===== src/hdl/psrc_pkg.sv =====
// constants for the peripheral soft reset control block
package psrc_pkg;

  // ----------------------------------------------------------------
  // register map
  // ----------------------------------------------------------------
  localparam int unsigned ADDR_W       = 12;
  localparam int unsigned DATA_W       = 32;
  localparam logic [11:0] OFS_CTRL_A   = 12'h040;
  localparam logic [11:0] OFS_CTRL_B   = 12'h044;
  localparam logic [31:0] CTRL_RESET   = 32'h0000_0000;

  // ----------------------------------------------------------------
  // implemented bits: all other positions are read-only zero
  // ----------------------------------------------------------------
  localparam logic [31:0] IMPL_MASK_A  = 32'h0100_0048;
  localparam logic [31:0] IMPL_MASK_B  = 32'h030f_5037;

  // ----------------------------------------------------------------
  // field positions, first control register
  // ----------------------------------------------------------------
  localparam int unsigned BIT_CAN_UNIT_ZERO_RESET     = 24;
  localparam int unsigned BIT_PWRDN    = 6;
  localparam int unsigned BIT_WDOG     = 3;

  // ----------------------------------------------------------------
  // field positions, second control register
  // ----------------------------------------------------------------
  localparam int unsigned BIT_CMP1     = 25;
  localparam int unsigned BIT_CMP0     = 24;
  localparam int unsigned BIT_GPC3     = 19;
  localparam int unsigned BIT_GPC2     = 18;
  localparam int unsigned BIT_GPC1     = 17;
  localparam int unsigned BIT_GPC0     = 16;
  localparam int unsigned BIT_TW1      = 14;
  localparam int unsigned BIT_TW0      = 12;
  localparam int unsigned BIT_SS1      = 5;
  localparam int unsigned BIT_SS0      = 4;
  localparam int unsigned BIT_AS2      = 2;
  localparam int unsigned BIT_AS1      = 1;
  localparam int unsigned BIT_AS0      = 0;

  // ----------------------------------------------------------------
  // bus responses
  // ----------------------------------------------------------------
  localparam logic [1:0]  RESP_OKAY    = 2'b00;
  localparam logic [1:0]  RESP_SLVERR  = 2'b10;

endpackage


===== src/hdl/psrc_top.sv =====
// soft reset control registers with an axi4-lite slave and per-unit reset outputs
//
// The AXI4-Lite register port was decided locally.
`timescale 1ns/1ps

// Contract
// - writes to control a only change bits that capability mask a allows
// - writes to control b only change bits that capability mask b allows
// - control a bit 24 is read/write reset for can unit zero
// - control a bit 6 is read/write reset for the power-down unit
// - control a bit 3 is read/write reset for the watchdog unit
// - control b bits 25 and 24 reset comparators one and zero
// - control b bits 19 to 16 reset general counters three to zero
// - control b bit 14 resets two-wire unit one
// - control b bit 12 resets two-wire unit zero
// - control b bits 5 and 4 reset sync serial units one and zero
// - control b bits 2, 1, 0 reset async serial units two, one, zero
// - both control registers are zero after system reset
// - unimplemented bits are read-only zero; software writes back what it read
module psrc_top
  import psrc_pkg::*;
(
  // clock and reset
  input  wire logic                        CLK_IN,
  input  wire logic                        RESET_N_IN,
  // axi4-lite write address and data
  input  wire logic [psrc_pkg::ADDR_W-1:0] S_AXI_AWADDR_IN,
  input  wire logic                        S_AXI_AWVALID_IN,
  output logic                             S_AXI_AWREADY_OUT,
  input  wire logic [psrc_pkg::DATA_W-1:0] S_AXI_WDATA_IN,
  input  wire logic [3:0]                  S_AXI_WSTRB_IN,
  input  wire logic                        S_AXI_WVALID_IN,
  output logic                             S_AXI_WREADY_OUT,
  // axi4-lite write response
  output logic [1:0]                       S_AXI_BRESP_OUT,
  output logic                             S_AXI_BVALID_OUT,
  input  wire logic                        S_AXI_BREADY_IN,
  // axi4-lite read
  input  wire logic [psrc_pkg::ADDR_W-1:0] S_AXI_ARADDR_IN,
  input  wire logic                        S_AXI_ARVALID_IN,
  output logic                             S_AXI_ARREADY_OUT,
  output logic [psrc_pkg::DATA_W-1:0]      S_AXI_RDATA_OUT,
  output logic [1:0]                       S_AXI_RRESP_OUT,
  output logic                             S_AXI_RVALID_OUT,
  input  wire logic                        S_AXI_RREADY_IN,
  // device capability masks, one bit per present unit
  input  wire logic [psrc_pkg::DATA_W-1:0] CAPABILITY_MASK_A_IN,
  input  wire logic [psrc_pkg::DATA_W-1:0] CAPABILITY_MASK_B_IN,
  // unit resets, active high
  output logic                             CAN_UNIT_ZERO_RESET_OUT,
  output logic                             POWER_DOWN_UNIT_RESET_OUT,
  output logic                             WATCHDOG_UNIT_RESET_OUT,
  output logic                             COMPARATOR_UNIT_ZERO_RESET_OUT,
  output logic                             COMPARATOR_UNIT_ONE_RESET_OUT,
  output logic                             GP_COUNTER_ZERO_RESET_OUT,
  output logic                             GP_COUNTER_ONE_RESET_OUT,
  output logic                             GP_COUNTER_TWO_RESET_OUT,
  output logic                             GP_COUNTER_THREE_RESET_OUT,
  output logic                             TWO_WIRE_UNIT_ZERO_RESET_OUT,
  output logic                             TWO_WIRE_UNIT_ONE_RESET_OUT,
  output logic                             SYNC_SERIAL_ZERO_RESET_OUT,
  output logic                             SYNC_SERIAL_ONE_RESET_OUT,
  output logic                             ASYNC_SERIAL_ZERO_RESET_OUT,
  output logic                             ASYNC_SERIAL_ONE_RESET_OUT,
  output logic                             ASYNC_SERIAL_TWO_RESET_OUT
);
  import psrc_pkg::*;

  // ----------------------------------------------------------------
  // state
  // ----------------------------------------------------------------
  logic [31:0]       ctrl_a_ff;
  logic [31:0]       ctrl_b_ff;
  logic              aw_held_ff;
  logic              w_held_ff;
  logic [ADDR_W-1:0] aw_addr_ff;
  logic [31:0]       w_data_ff;
  logic [3:0]        w_strb_ff;
  logic              bvalid_ff;
  logic [1:0]        bresp_ff;
  logic              rvalid_ff;
  logic [31:0]       rdata_ff;
  logic [1:0]        rresp_ff;
  logic [31:0]       strb_bits;
  logic              wr_commit;
  logic              hit_a;
  logic              hit_b;
  logic              rd_take;
  logic [31:0]       nxt_ctrl_a;
  logic [31:0]       nxt_ctrl_b;

  // ----------------------------------------------------------------
  // write channel acceptance
  // ----------------------------------------------------------------
  // each channel holds one item; a second one waits until the first is committed
  assign S_AXI_AWREADY_OUT = !aw_held_ff;
  assign S_AXI_WREADY_OUT  = !w_held_ff;
  assign wr_commit         = aw_held_ff && w_held_ff && !bvalid_ff;
  assign hit_a             = (aw_addr_ff[ADDR_W-1:2] == OFS_CTRL_A[ADDR_W-1:2]);
  assign hit_b             = (aw_addr_ff[ADDR_W-1:2] == OFS_CTRL_B[ADDR_W-1:2]);

  // address side, taken in either order with data
  always_ff @(posedge CLK_IN or negedge RESET_N_IN)
  begin
    if (!RESET_N_IN)
    begin
      aw_held_ff <= 1'b0;
      aw_addr_ff <= '0;
    end
    else if (S_AXI_AWVALID_IN && !aw_held_ff)
    begin
      aw_held_ff <= 1'b1;
      aw_addr_ff <= S_AXI_AWADDR_IN;
    end
    else if (wr_commit)
    begin
      aw_held_ff <= 1'b0;
    end
  end

  // data side
  always_ff @(posedge CLK_IN or negedge RESET_N_IN)
  begin
    if (!RESET_N_IN)
    begin
      w_held_ff <= 1'b0;
      w_data_ff <= 32'h0000_0000;
      w_strb_ff <= 4'h0;
    end
    else if (S_AXI_WVALID_IN && !w_held_ff)
    begin
      w_held_ff <= 1'b1;
      w_data_ff <= S_AXI_WDATA_IN;
      w_strb_ff <= S_AXI_WSTRB_IN;
    end
    else if (wr_commit)
    begin
      w_held_ff <= 1'b0;
    end
  end

  // ----------------------------------------------------------------
  // byte strobes widened to bit enables
  // ----------------------------------------------------------------
  genvar gi;
  generate
    for (gi = 0; gi < 32; gi++)
    begin : g_strb
      assign strb_bits[gi] = w_strb_ff[gi/8];
    end
  endgenerate

  // ----------------------------------------------------------------
  // next register values
  // ----------------------------------------------------------------
  // absent units and reserved bits are protected by the same mask term
  always_comb
  begin
    nxt_ctrl_a = ctrl_a_ff;
    nxt_ctrl_b = ctrl_b_ff;
    if (wr_commit && hit_a)
    begin
      nxt_ctrl_a = (ctrl_a_ff & ~(IMPL_MASK_A & CAPABILITY_MASK_A_IN & strb_bits))
                 | (w_data_ff & IMPL_MASK_A & CAPABILITY_MASK_A_IN & strb_bits);
    end
    if (wr_commit && hit_b)
    begin
      nxt_ctrl_b = (ctrl_b_ff & ~(IMPL_MASK_B & CAPABILITY_MASK_B_IN & strb_bits))
                 | (w_data_ff & IMPL_MASK_B & CAPABILITY_MASK_B_IN & strb_bits);
    end
  end

  // control registers, cleared by system reset
  always_ff @(posedge CLK_IN or negedge RESET_N_IN)
  begin
    if (!RESET_N_IN)
    begin
      ctrl_a_ff <= CTRL_RESET;
      ctrl_b_ff <= CTRL_RESET;
    end
    else
    begin
      ctrl_a_ff <= nxt_ctrl_a;
      ctrl_b_ff <= nxt_ctrl_b;
    end
  end

  // ----------------------------------------------------------------
  // write response
  // ----------------------------------------------------------------
  // an unmapped address still completes, but with an error answer
  always_ff @(posedge CLK_IN or negedge RESET_N_IN)
  begin
    if (!RESET_N_IN)
    begin
      bvalid_ff <= 1'b0;
      bresp_ff  <= RESP_OKAY;
    end
    else if (wr_commit)
    begin
      bvalid_ff <= 1'b1;
      bresp_ff  <= (hit_a || hit_b) ? RESP_OKAY : RESP_SLVERR;
    end
    else if (S_AXI_BREADY_IN)
    begin
      bvalid_ff <= 1'b0;
    end
  end

  assign S_AXI_BVALID_OUT = bvalid_ff;
  assign S_AXI_BRESP_OUT  = bresp_ff;

  // ----------------------------------------------------------------
  // read channel
  // ----------------------------------------------------------------
  assign S_AXI_ARREADY_OUT = !rvalid_ff;
  assign rd_take           = S_AXI_ARVALID_IN && !rvalid_ff;

  // reserved positions are never stored, so they read back as zero
  always_ff @(posedge CLK_IN or negedge RESET_N_IN)
  begin
    if (!RESET_N_IN)
    begin
      rvalid_ff <= 1'b0;
      rdata_ff  <= 32'h0000_0000;
      rresp_ff  <= RESP_OKAY;
    end
    else if (rd_take)
    begin
      rvalid_ff <= 1'b1;
      if (S_AXI_ARADDR_IN[ADDR_W-1:2] == OFS_CTRL_A[ADDR_W-1:2])
      begin
        rdata_ff <= ctrl_a_ff & IMPL_MASK_A;
        rresp_ff <= RESP_OKAY;
      end
      else if (S_AXI_ARADDR_IN[ADDR_W-1:2] == OFS_CTRL_B[ADDR_W-1:2])
      begin
        rdata_ff <= ctrl_b_ff & IMPL_MASK_B;
        rresp_ff <= RESP_OKAY;
      end
      else
      begin
        rdata_ff <= 32'h0000_0000;
        rresp_ff <= RESP_SLVERR;
      end
    end
    else if (S_AXI_RREADY_IN)
    begin
      rvalid_ff <= 1'b0;
    end
  end

  assign S_AXI_RVALID_OUT = rvalid_ff;
  assign S_AXI_RDATA_OUT  = rdata_ff;
  assign S_AXI_RRESP_OUT  = rresp_ff;

  // ----------------------------------------------------------------
  // unit reset outputs
  // ----------------------------------------------------------------
  // straight from the flops, so no decode glitch reaches a unit reset
  assign CAN_UNIT_ZERO_RESET_OUT        = ctrl_a_ff[BIT_CAN_UNIT_ZERO_RESET];
  assign POWER_DOWN_UNIT_RESET_OUT      = ctrl_a_ff[BIT_PWRDN];
  assign WATCHDOG_UNIT_RESET_OUT        = ctrl_a_ff[BIT_WDOG];
  assign COMPARATOR_UNIT_ONE_RESET_OUT  = ctrl_b_ff[BIT_CMP1];
  assign COMPARATOR_UNIT_ZERO_RESET_OUT = ctrl_b_ff[BIT_CMP0];
  assign GP_COUNTER_THREE_RESET_OUT     = ctrl_b_ff[BIT_GPC3];
  assign GP_COUNTER_TWO_RESET_OUT       = ctrl_b_ff[BIT_GPC2];
  assign GP_COUNTER_ONE_RESET_OUT       = ctrl_b_ff[BIT_GPC1];
  assign GP_COUNTER_ZERO_RESET_OUT      = ctrl_b_ff[BIT_GPC0];
  assign TWO_WIRE_UNIT_ONE_RESET_OUT    = ctrl_b_ff[BIT_TW1];
  assign TWO_WIRE_UNIT_ZERO_RESET_OUT   = ctrl_b_ff[BIT_TW0];
  assign SYNC_SERIAL_ONE_RESET_OUT      = ctrl_b_ff[BIT_SS1];
  assign SYNC_SERIAL_ZERO_RESET_OUT     = ctrl_b_ff[BIT_SS0];
  assign ASYNC_SERIAL_TWO_RESET_OUT     = ctrl_b_ff[BIT_AS2];
  assign ASYNC_SERIAL_ONE_RESET_OUT     = ctrl_b_ff[BIT_AS1];
  assign ASYNC_SERIAL_ZERO_RESET_OUT    = ctrl_b_ff[BIT_AS0];
endmodule


===== config.mk =====
export PLATFORM = sky130hd
export DESIGN_NAME = psrc_top
export DESIGN_NICKNAME = d
export VERILOG_FILES = /design/src/hdl/psrc_pkg.sv /design/src/hdl/psrc_top.sv
export SDC_FILE = /design/constraint.sdc
export NUM_CORES = 1
export LEC_CHECK = 0
export ABC_AREA = 1
export BUFFER_PORTS_ARGS = -buffer_cell sky130_fd_sc_hd__buf_2
export CAP_MARGIN = 10
export CORE_ASPECT_RATIO = 1.25
export CORE_UTILIZATION = 39
export DETAILED_ROUTE_END_ITERATION = 8
export MAX_ROUTING_LAYER = met4
export PLACE_DENSITY = 0.73
export SETUP_SLACK_MARGIN = 0.2
export SLEW_MARGIN = 20
export SYNTH_ARGS = -nofsm -noshare
export SYNTH_HDL_FRONTEND = slang
export SYNTH_SLANG_ARGS = --single-unit

===== constraint.sdc =====
create_clock -name CLK_IN -period 1.65 [get_ports CLK_IN]
set_clock_uncertainty 0.2 [all_clocks]
set_input_delay 0.165 -clock CLK_IN [delete_from_list [all_inputs] [get_ports CLK_IN]]
set_output_delay 0.165 -clock CLK_IN [all_outputs]
set_load 0.01 [all_outputs]

==> flow_summary.json, run 1 <==
{
  "status": "complete, no violations",
  "clk_latency_ns": 0.34,
  "grt_pass1_vias": 2931,
  "p_sw_mw": 1.74,
  "hold_violations": 0,
  "wl_met1_um": 3370,
  "drc": 0,
  "fin_setup_tns_ns": 0,
  "n_fill_cell": 676,
  "worstPathCellList": "nor2_1, nand3_1, nor2_2, nand3_4, buf_12, nand2_1, o21ai_2",
  "swShare": 0.322,
  "cts_buffer_depth": 2,
  "cts_sinks": 66,
  "critPathLaunchType": "flip-flop",
  "hp-class": "in -> reg",
  "cpPeakStageDelay_ns": 0.39,
  "ys_ff_latch": 66,
  "dp_hpwl_um": 5190,
  "rsz0062_at_grt": "true",
  "max_freq_mhz": 646,
  "wirelength_um": 8320,
  "htreeDepth": 3,
  "timing.final.crit_period_ns": 1.55,
  "placed_cells": 539,
  "drv_slew": 0,
  "grt_usage": 0.220,
  "num-nets-final": 643,
  "die_h_um": 103,
  "fin_crit_sh": 0.939,
  "postSynthCellCount": 349,
  "cp-end-kind": "flip-flop",
  "pwr-share-comb": 0.276,
  "finalSetupViolations": 0,
  "fin_total_pwr_mw": 5.40,
  "p_leak_nw": 2.43,
  "wire_per_inst_um": 13.6,
  "syn_area_per_cell_um2": 9.10,
  "place.gp.congestion": 0.779,
  "setup_ws_ns": 0.101,
  "final-instance-count-excl-fill": 612,
  "clkSlewWorstSetupHoldPaths_ns": 0.07,
  "maxUsedRoutingLayer": "met4",
  "mostFrequentLayoutCells": "nand2_1, buf_2, dfrtp_1",
  "overflow": 0,
  "grt_max_degree": 67,
  "placeableCoreArea_um2": 7840,
  "netlist_area_um2": 3180,
  "vias_per_cell": 4.76,
  "ys_seq_area_frac": 0.520,
  "clkPwrFrac": 0.283,
  "initial_core_util": 0.405,
  "die_area_um2": 8510,
  "critPathTopFamily": "simple AND/OR/NAND/NOR gates",
  "wl_met2_um": 4420,
  "synth_top_area_cell": "dfrtp_1",
  "rows": 36,
  "critPathMaxFanout": 26,
  "crit_arrival_ns": 1.58,
  "p_per_area_nw_per_um2": 1190,
  "drive_gt1_frac": 0.335,
  "syn_to_final_growth_pct": 43.3,
  "pre_cts_slack_ns": 0.107,
  "path_buf_inv": 1,
  "power_frac_seq": 0.441,
  "cts_made_buffers": 9,
  "cts-root-buf": "clkbuf_8",
  "via_count": 2913,
  "cap_violations": 0,
  "yosysUniqueCellTypes": 24,
  "worstSetupPathType": "reg -> reg",
  "antenna_left": 0,
  "antenna_found_initial": 0,
  "ir_drop_v": 0.000920,
  "dr.pass1.iters": 4,
  "port_buffers": 99,
  "final_common_cell": "nand2_1",
  "timing.hold.ws_ns": 0.0240,
  "diodes": 0,
  "p_int_mw": 3.66,
  "io_pins": 188,
  "dieWidth_um": 82.7,
  "met3WireLength_um": 342,
  "netlist.area_leader.share": 0.520,
  "critPathSlowestCell": "dfrtp_1",
  "ys_warn_count": 0,
  "synthTopCellsByArea": "dfrtp_1, nand2_1, mux2_2",
  "drt_iter0_markers": 189,
  "critPathRequiredTime_ns": 1.68,
  "cts_tree": "built",
  "grt_pass1_wl_um": 13400
}
-- worst min-delay path, stage by stage --
cell     delay [ns]
buf_2          0.11
nand3_1        0.07
nand2_1        0.05
nand4_1        0.08
nand2_1        0.05
-- final timing paths --
kind | start | endpoint | slack, ns | depth (start not counted)
min reg2reg | S_AXI_RDATA_OUT[24]$_DFFE_PN0P_ | S_AXI_RDATA_OUT[24]$_DFFE_PN0P_ | 0.28 | 2
min | CAPABILITY_MASK_A_IN[24] | ctrl_a_ff[24]$_DFFE_PN0P_ | 0.02 | 5
min in group asynchronous | RESET_N_IN | S_AXI_RDATA_OUT[17]$_DFFE_PN0P_ | 0.16 | 3
max in group asynchronous | RESET_N_IN | S_AXI_BVALID_OUT$_DFFE_PN0P_ | 0.78 | 3
max reg2reg | aw_addr_ff[7]$_DFFE_PN0P_ | ctrl_b_ff[14]$_DFFE_PN0P_ | 0.10 | 7
max | aw_addr_ff[7]$_DFFE_PN0P_ | ctrl_b_ff[14]$_DFFE_PN0P_ | 0.10 | 7
-- per-stage QoR --
| step | util | area [um^2] |
|---|---|---|
| after floorplan | - | 3250 |
| after global placement | 0.477 | 3740 |
| after detailed placement | 0.477 | 3740 |
| after CTS | 0.578 | 4530 |
| after global routing | 0.581 | 4550 |
| final | 0.581 | 4550 |
-- flip-flops by register name (all words and copies together), names as in the netlist --
signal / count
ctrl_b_ff: 13
w_data_ff: 15
w_strb_ff: 4
ctrl_a_ff: 3
w_held_ff: 1
aw_addr_ff: 10
S_AXI_BRESP_OUT: 1
S_AXI_RVALID_OUT: 1
aw_held_ff: 1
S_AXI_RRESP_OUT: 1
S_AXI_RDATA_OUT: 15
S_AXI_BVALID_OUT: 1
-- cells by family (layout without fill, tap and decap cells) --
| family | after synthesis | after routing | share of synthesized area |
|---|---|---|---|
| DFF | 66 | 66 | 0.520 |
| other | 1 | 19 | 0.00118 |
| AOI/OAI and AO/OA | 24 | 24 | 0.0547 |
| and+or+nand+nor | 174 | 174 | 0.239 |
| buffers and inverters | 60 | 210 | 0.0996 |
| muxes | 24 | 24 | 0.0851 |
-- area by class of cell --
type	instances	area, um^2	area share
inverter	30	114	0.0250
multi-input combinational	241	1290	0.282
sequential	66	1650	0.363
clock inverter	6	88.8	0.0195
clock buffer	10	138	0.0302
timing repair buffer	164	1150	0.254
tap	95	119	0.0261
-- cell usage after synthesis, drive strengths merged --
library cell  instances
nand3                24
nand2               108
nor3                  4
conb                  1
clkinv                1
nor3b                 1
a31oi                 2
nor2                 20
o21ai                16
mux2                 24
clkbuf                5
nand4                17
buf                  25
inv                  29
o21bai                1
dfrtp                66
a21oi                 5
-- repair_timing --
item / in CTS / in global routing
gates resized for setup: 4 / 4
setup endpoints to repair: 45 / 32
setup buffers: 2 / 1
hold buffers: 54 / 0
pin swaps: 1 / 0
hold endpoints to repair: 113 / 0
-- power groups by stage --
stage	Clock (mW)	Combinational (mW)	Sequential, mW
global route	1.63	1.66	2.42
floorplan	0	1.03	2.26
detailed placement	0	1.31	2.38
global placement	0	1.25	2.35
finish	1.53	1.49	2.38
CTS	1.56	1.44	2.35
-- routing by layer --
layer / global-route usage / vias to the layer above
li1: - / 1422
met2: 0.378 / 92
met4: 0.0968 / 0
met3: 0.0345 / 16
met1: 0.249 / 1383
met5: - / -
Power figures use the tool's default switching activity.
==> run 2, diff against run 1 <==
--- a/config.mk
+++ b/config.mk
@@ -7,3 +7,2 @@
 export LEC_CHECK = 0
-export ABC_AREA = 1
 export BUFFER_PORTS_ARGS = -buffer_cell sky130_fd_sc_hd__buf_2
@@ -14,3 +13,3 @@
 export MAX_ROUTING_LAYER = met4
-export PLACE_DENSITY = 0.73
+export PLACE_DENSITY = 0.76
 export SETUP_SLACK_MARGIN = 0.2
==> constraint.sdc (replaced) <==
create_clock -name CLK_IN -period 1.65 [get_ports CLK_IN]
set_clock_uncertainty 0.2 [all_clocks]
set_input_delay 0.495 -clock CLK_IN [delete_from_list [all_inputs] [get_ports CLK_IN]]
set_output_delay 0.495 -clock CLK_IN [all_outputs]
set_load 0.01 [all_outputs]
==> run 2 against run 1 <==
Effect of this change:
- the flow now finishes with violations (setup timing)
- routed wire length fell by 15%
- design area fell by 4.2%
- critical path depth is 2 lower
- maximum frequency shrank 21%
- final cell count shrank 25%
- via count is 24% lower
- first-iteration DRC count is 65% lower
- sequential power rose by 2%
- critical endpoint is now ctrl_b_ff[18]$_DFFE_PN0P_
- largest cell class unchanged
- largest power group unchanged
==> flow_summary.json, run 2 <==
{
  "cp-end-kind": "flip-flop",
  "grt_pass1_vias": 2191,
  "hp-class": "in -> reg",
  "port_buffers": 99,
  "cts_sinks": 66,
  "finalSetupViolations": 18,
  "wire_per_inst_um": 15.4,
  "synthAdderAreaFrac": 0,
  "final_area_um2": 4360,
  "vias_per_cell": 4.80,
  "dp_hpwl_um": 4360,
  "fin_total_pwr_mw": 5.48,
  "synthMuxAreaShare": 0.186,
  "cts-root-buf": "clkbuf_8",
  "synth_ff_type": "dfrtp_1",
  "synth_simple_gate_area_share": 0.0796,
  "critPathMaxFanout": 9,
  "ys_seq_area_frac": 0.594,
  "grt_max_degree": 67,
  "swShare": 0.275,
  "fin_setup_tns_ns": -4.27,
  "grt_usage": 0.202,
  "synth.most_common_cell": "dfrtp_1",
  "setup_ws_ns": -0.298,
  "p_int_mw": 3.97,
  "crit_arrival_ns": 1.96,
  "initial_core_util": 0.401,
  "syn_to_final_growth_pct": 56.8,
  "placed_area_um2": 3490,
  "timing.hold.ws_ns": 0.138,
  "synthXorXnorAreaFrac": 0,
  "cts_made_buffers": 9,
  "clkPwrFrac": 0.244,
  "cts_tree": "built",
  "drv_slew": 0,
  "num-nets-final": 499,
  "wirelength_um": 7100,
  "max_freq_mhz": 513,
  "dr.pass1.iters": 4,
  "critPathLaunchType": "flip-flop",
  "ys_warn_count": 0,
  "register_area_um2": 1650,
  "drc": 0,
  "pre_cts_slack_ns": -0.286,
  "grt_pass1_wl_um": 10700,
  "netlist.area_leader.share": 0.594,
  "io_pins": 188,
  "syn_area_per_cell_um2": 13.9,
  "die_area_um2": 7480,
  "yosysUniqueCellTypes": 27,
  "cap_violations": 0,
  "relSlewSlack": 0.587,
  "clkSlewWorstSetupHoldPaths_ns": 0.07,
  "synth_top_cells_by_count": "dfrtp_1, mux2_2, buf_4",
  "drt_iter0_markers": 66,
  "postSynthCellCount": 200,
  "mostFrequentLayoutCells": "buf_2, dfrtp_1, buf_4",
  "synth_top_family_by_area": "multiplexers",
  "cts_buffer_depth": 2,
  "diodes": 0,
  "drive_gt1_frac": 0.633,
  "fin_crit_sh": 1.18,
  "tightestPinTransition_ns": 0.620,
  "synthTopCellsByArea": "dfrtp_1, mux2_2, buf_4",
  "rsz0062_at_grt": "true",
  "via_count": 2215,
  "multi_input_area_um2": 1150,
  "dieWidth_um": 77.6,
  "synth_top_area_cell": "dfrtp_1",
  "worstSetupPathType": "reg -> reg",
  "clk_latency_ns": 0.33,
  "timing.final.crit_period_ns": 1.95,
  "antenna_found_initial": 0,
  "status": "complete, but fails checks",
  "utilization": 0.629,
  "synth_compound_area_frac": 0.0594,
  "p_per_area_nw_per_um2": 1250,
  "placed_cells": 396,
  "die_h_um": 96.4,
  "place.gp.congestion": 0.696,
  "power_frac_seq": 0.444,
  "placeableCoreArea_um2": 6930,
  "netlist_area_um2": 2780,
  "rows": 34,
  "htreeDepth": 3,
  "hold_violations": 0,
  "final-instance-count-excl-fill": 461,
  "pwr-share-comb": 0.311,
  "p_leak_nw": 2.34,
  "final_common_cell": "buf_2",
  "failed_checks": "setup timing",
  "ys_ff_latch": 66,
  "synth_edf_count": 0,
  "p_sw_mw": 1.50,
  "overflow": 0,
  "critPathRequiredTime_ns": 1.66,
  "ir_drop_v": 0.000861,
  "n_fill_cell": 567,
  "async_flop_share": 1.00,
  "antenna_left": 0
}
## run 2: cell types whose count changed in the layout (fill, tap and decap cells not counted), sizes merged, moves of 21 or more
cell,change
dlygate4sd3,-53
buf,+55
nand3,-24
mux2,+21
inv,-24
nand2,-106
## run 2: power by group through the flow
stage	logic [mW]	registers, mW	clock network, mW
global route	1.82	2.49	1.45
global placement	1.13	2.39	0
detailed placement	1.17	2.42	0
finish	1.70	2.43	1.34
CTS	1.65	2.40	1.37
floorplan	0.854	2.27	0
## run 2: cells by family (layout without fill, tap and decap cells)
| family | after synthesis | in the layout |
|---|---|---|
| flip-flops | 66 | 66 |
| buffers and inverters | 34 | 187 |
| AND/OR/NAND/NOR | 32 | 32 |
| other | 1 | 19 |
| AO/OA/AOI/OAI | 21 | 21 |
| multiplexers | 46 | 46 |
## run 2: per-layer routing
metal	up-vias	global-route usage	routed length, um
li1	1029	-	-
met1	1096	0.237	2880
met2	80	0.333	3720
met3	10	0.0460	412
met4	0	0.0943	93
met5	-	-	0
## run 2: area by class of cell
class                      count  share of cell area
clock inverter                 3             0.00918
clock buffer                  11              0.0347
multi-input combinational    118               0.264
inverter                       6             0.00516
sequential                    66               0.379
tap                           90              0.0258
timing repair buffer         167               0.283
## run 2: what timing repair did
action                                 4_1_cts  5_1_grt
endpoints found under the hold margin       66        0
gates cloned                                 3        1
setup endpoints to repair                   98       99
pin swaps                                    3        5
hold buffers                                 1        0
gates resized for setup                     41       24
buffers inserted                            35       11
## run 2: critical path: stages, from the launching register on
cell and delay (ns):
dfrtp_1 0.42, nor4b_4 0.30, and4b_2 0.29, buf_6 0.14, nand4_1 0.12, mux2_1 0.35
## run 2: final timing paths
| path | startpoint | end | slack (ns) | cells past startpoint |
|---|---|---|---|---|
| max | aw_addr_ff[8]$_DFFE_PN0P_ | ctrl_b_ff[18]$_DFFE_PN0P_ | -0.30 | 5 |
| min | S_AXI_RREADY_IN | S_AXI_RVALID_OUT$_DFFE_PN0P_ | 0.14 | 2 |
| max reg2reg | aw_addr_ff[8]$_DFFE_PN0P_ | ctrl_b_ff[18]$_DFFE_PN0P_ | -0.30 | 5 |
| min reg2reg | w_data_ff[3]$_DFFE_PN0P_ | ctrl_a_ff[3]$_DFFE_PN0P_ | 0.30 | 1 |
| max in group asynchronous | RESET_N_IN | S_AXI_RDATA_OUT[24]$_DFFE_PN0P_ | 0.47 | 3 |
| min in group asynchronous | RESET_N_IN | aw_addr_ff[4]$_DFFE_PN0P_ | 0.51 | 3 |
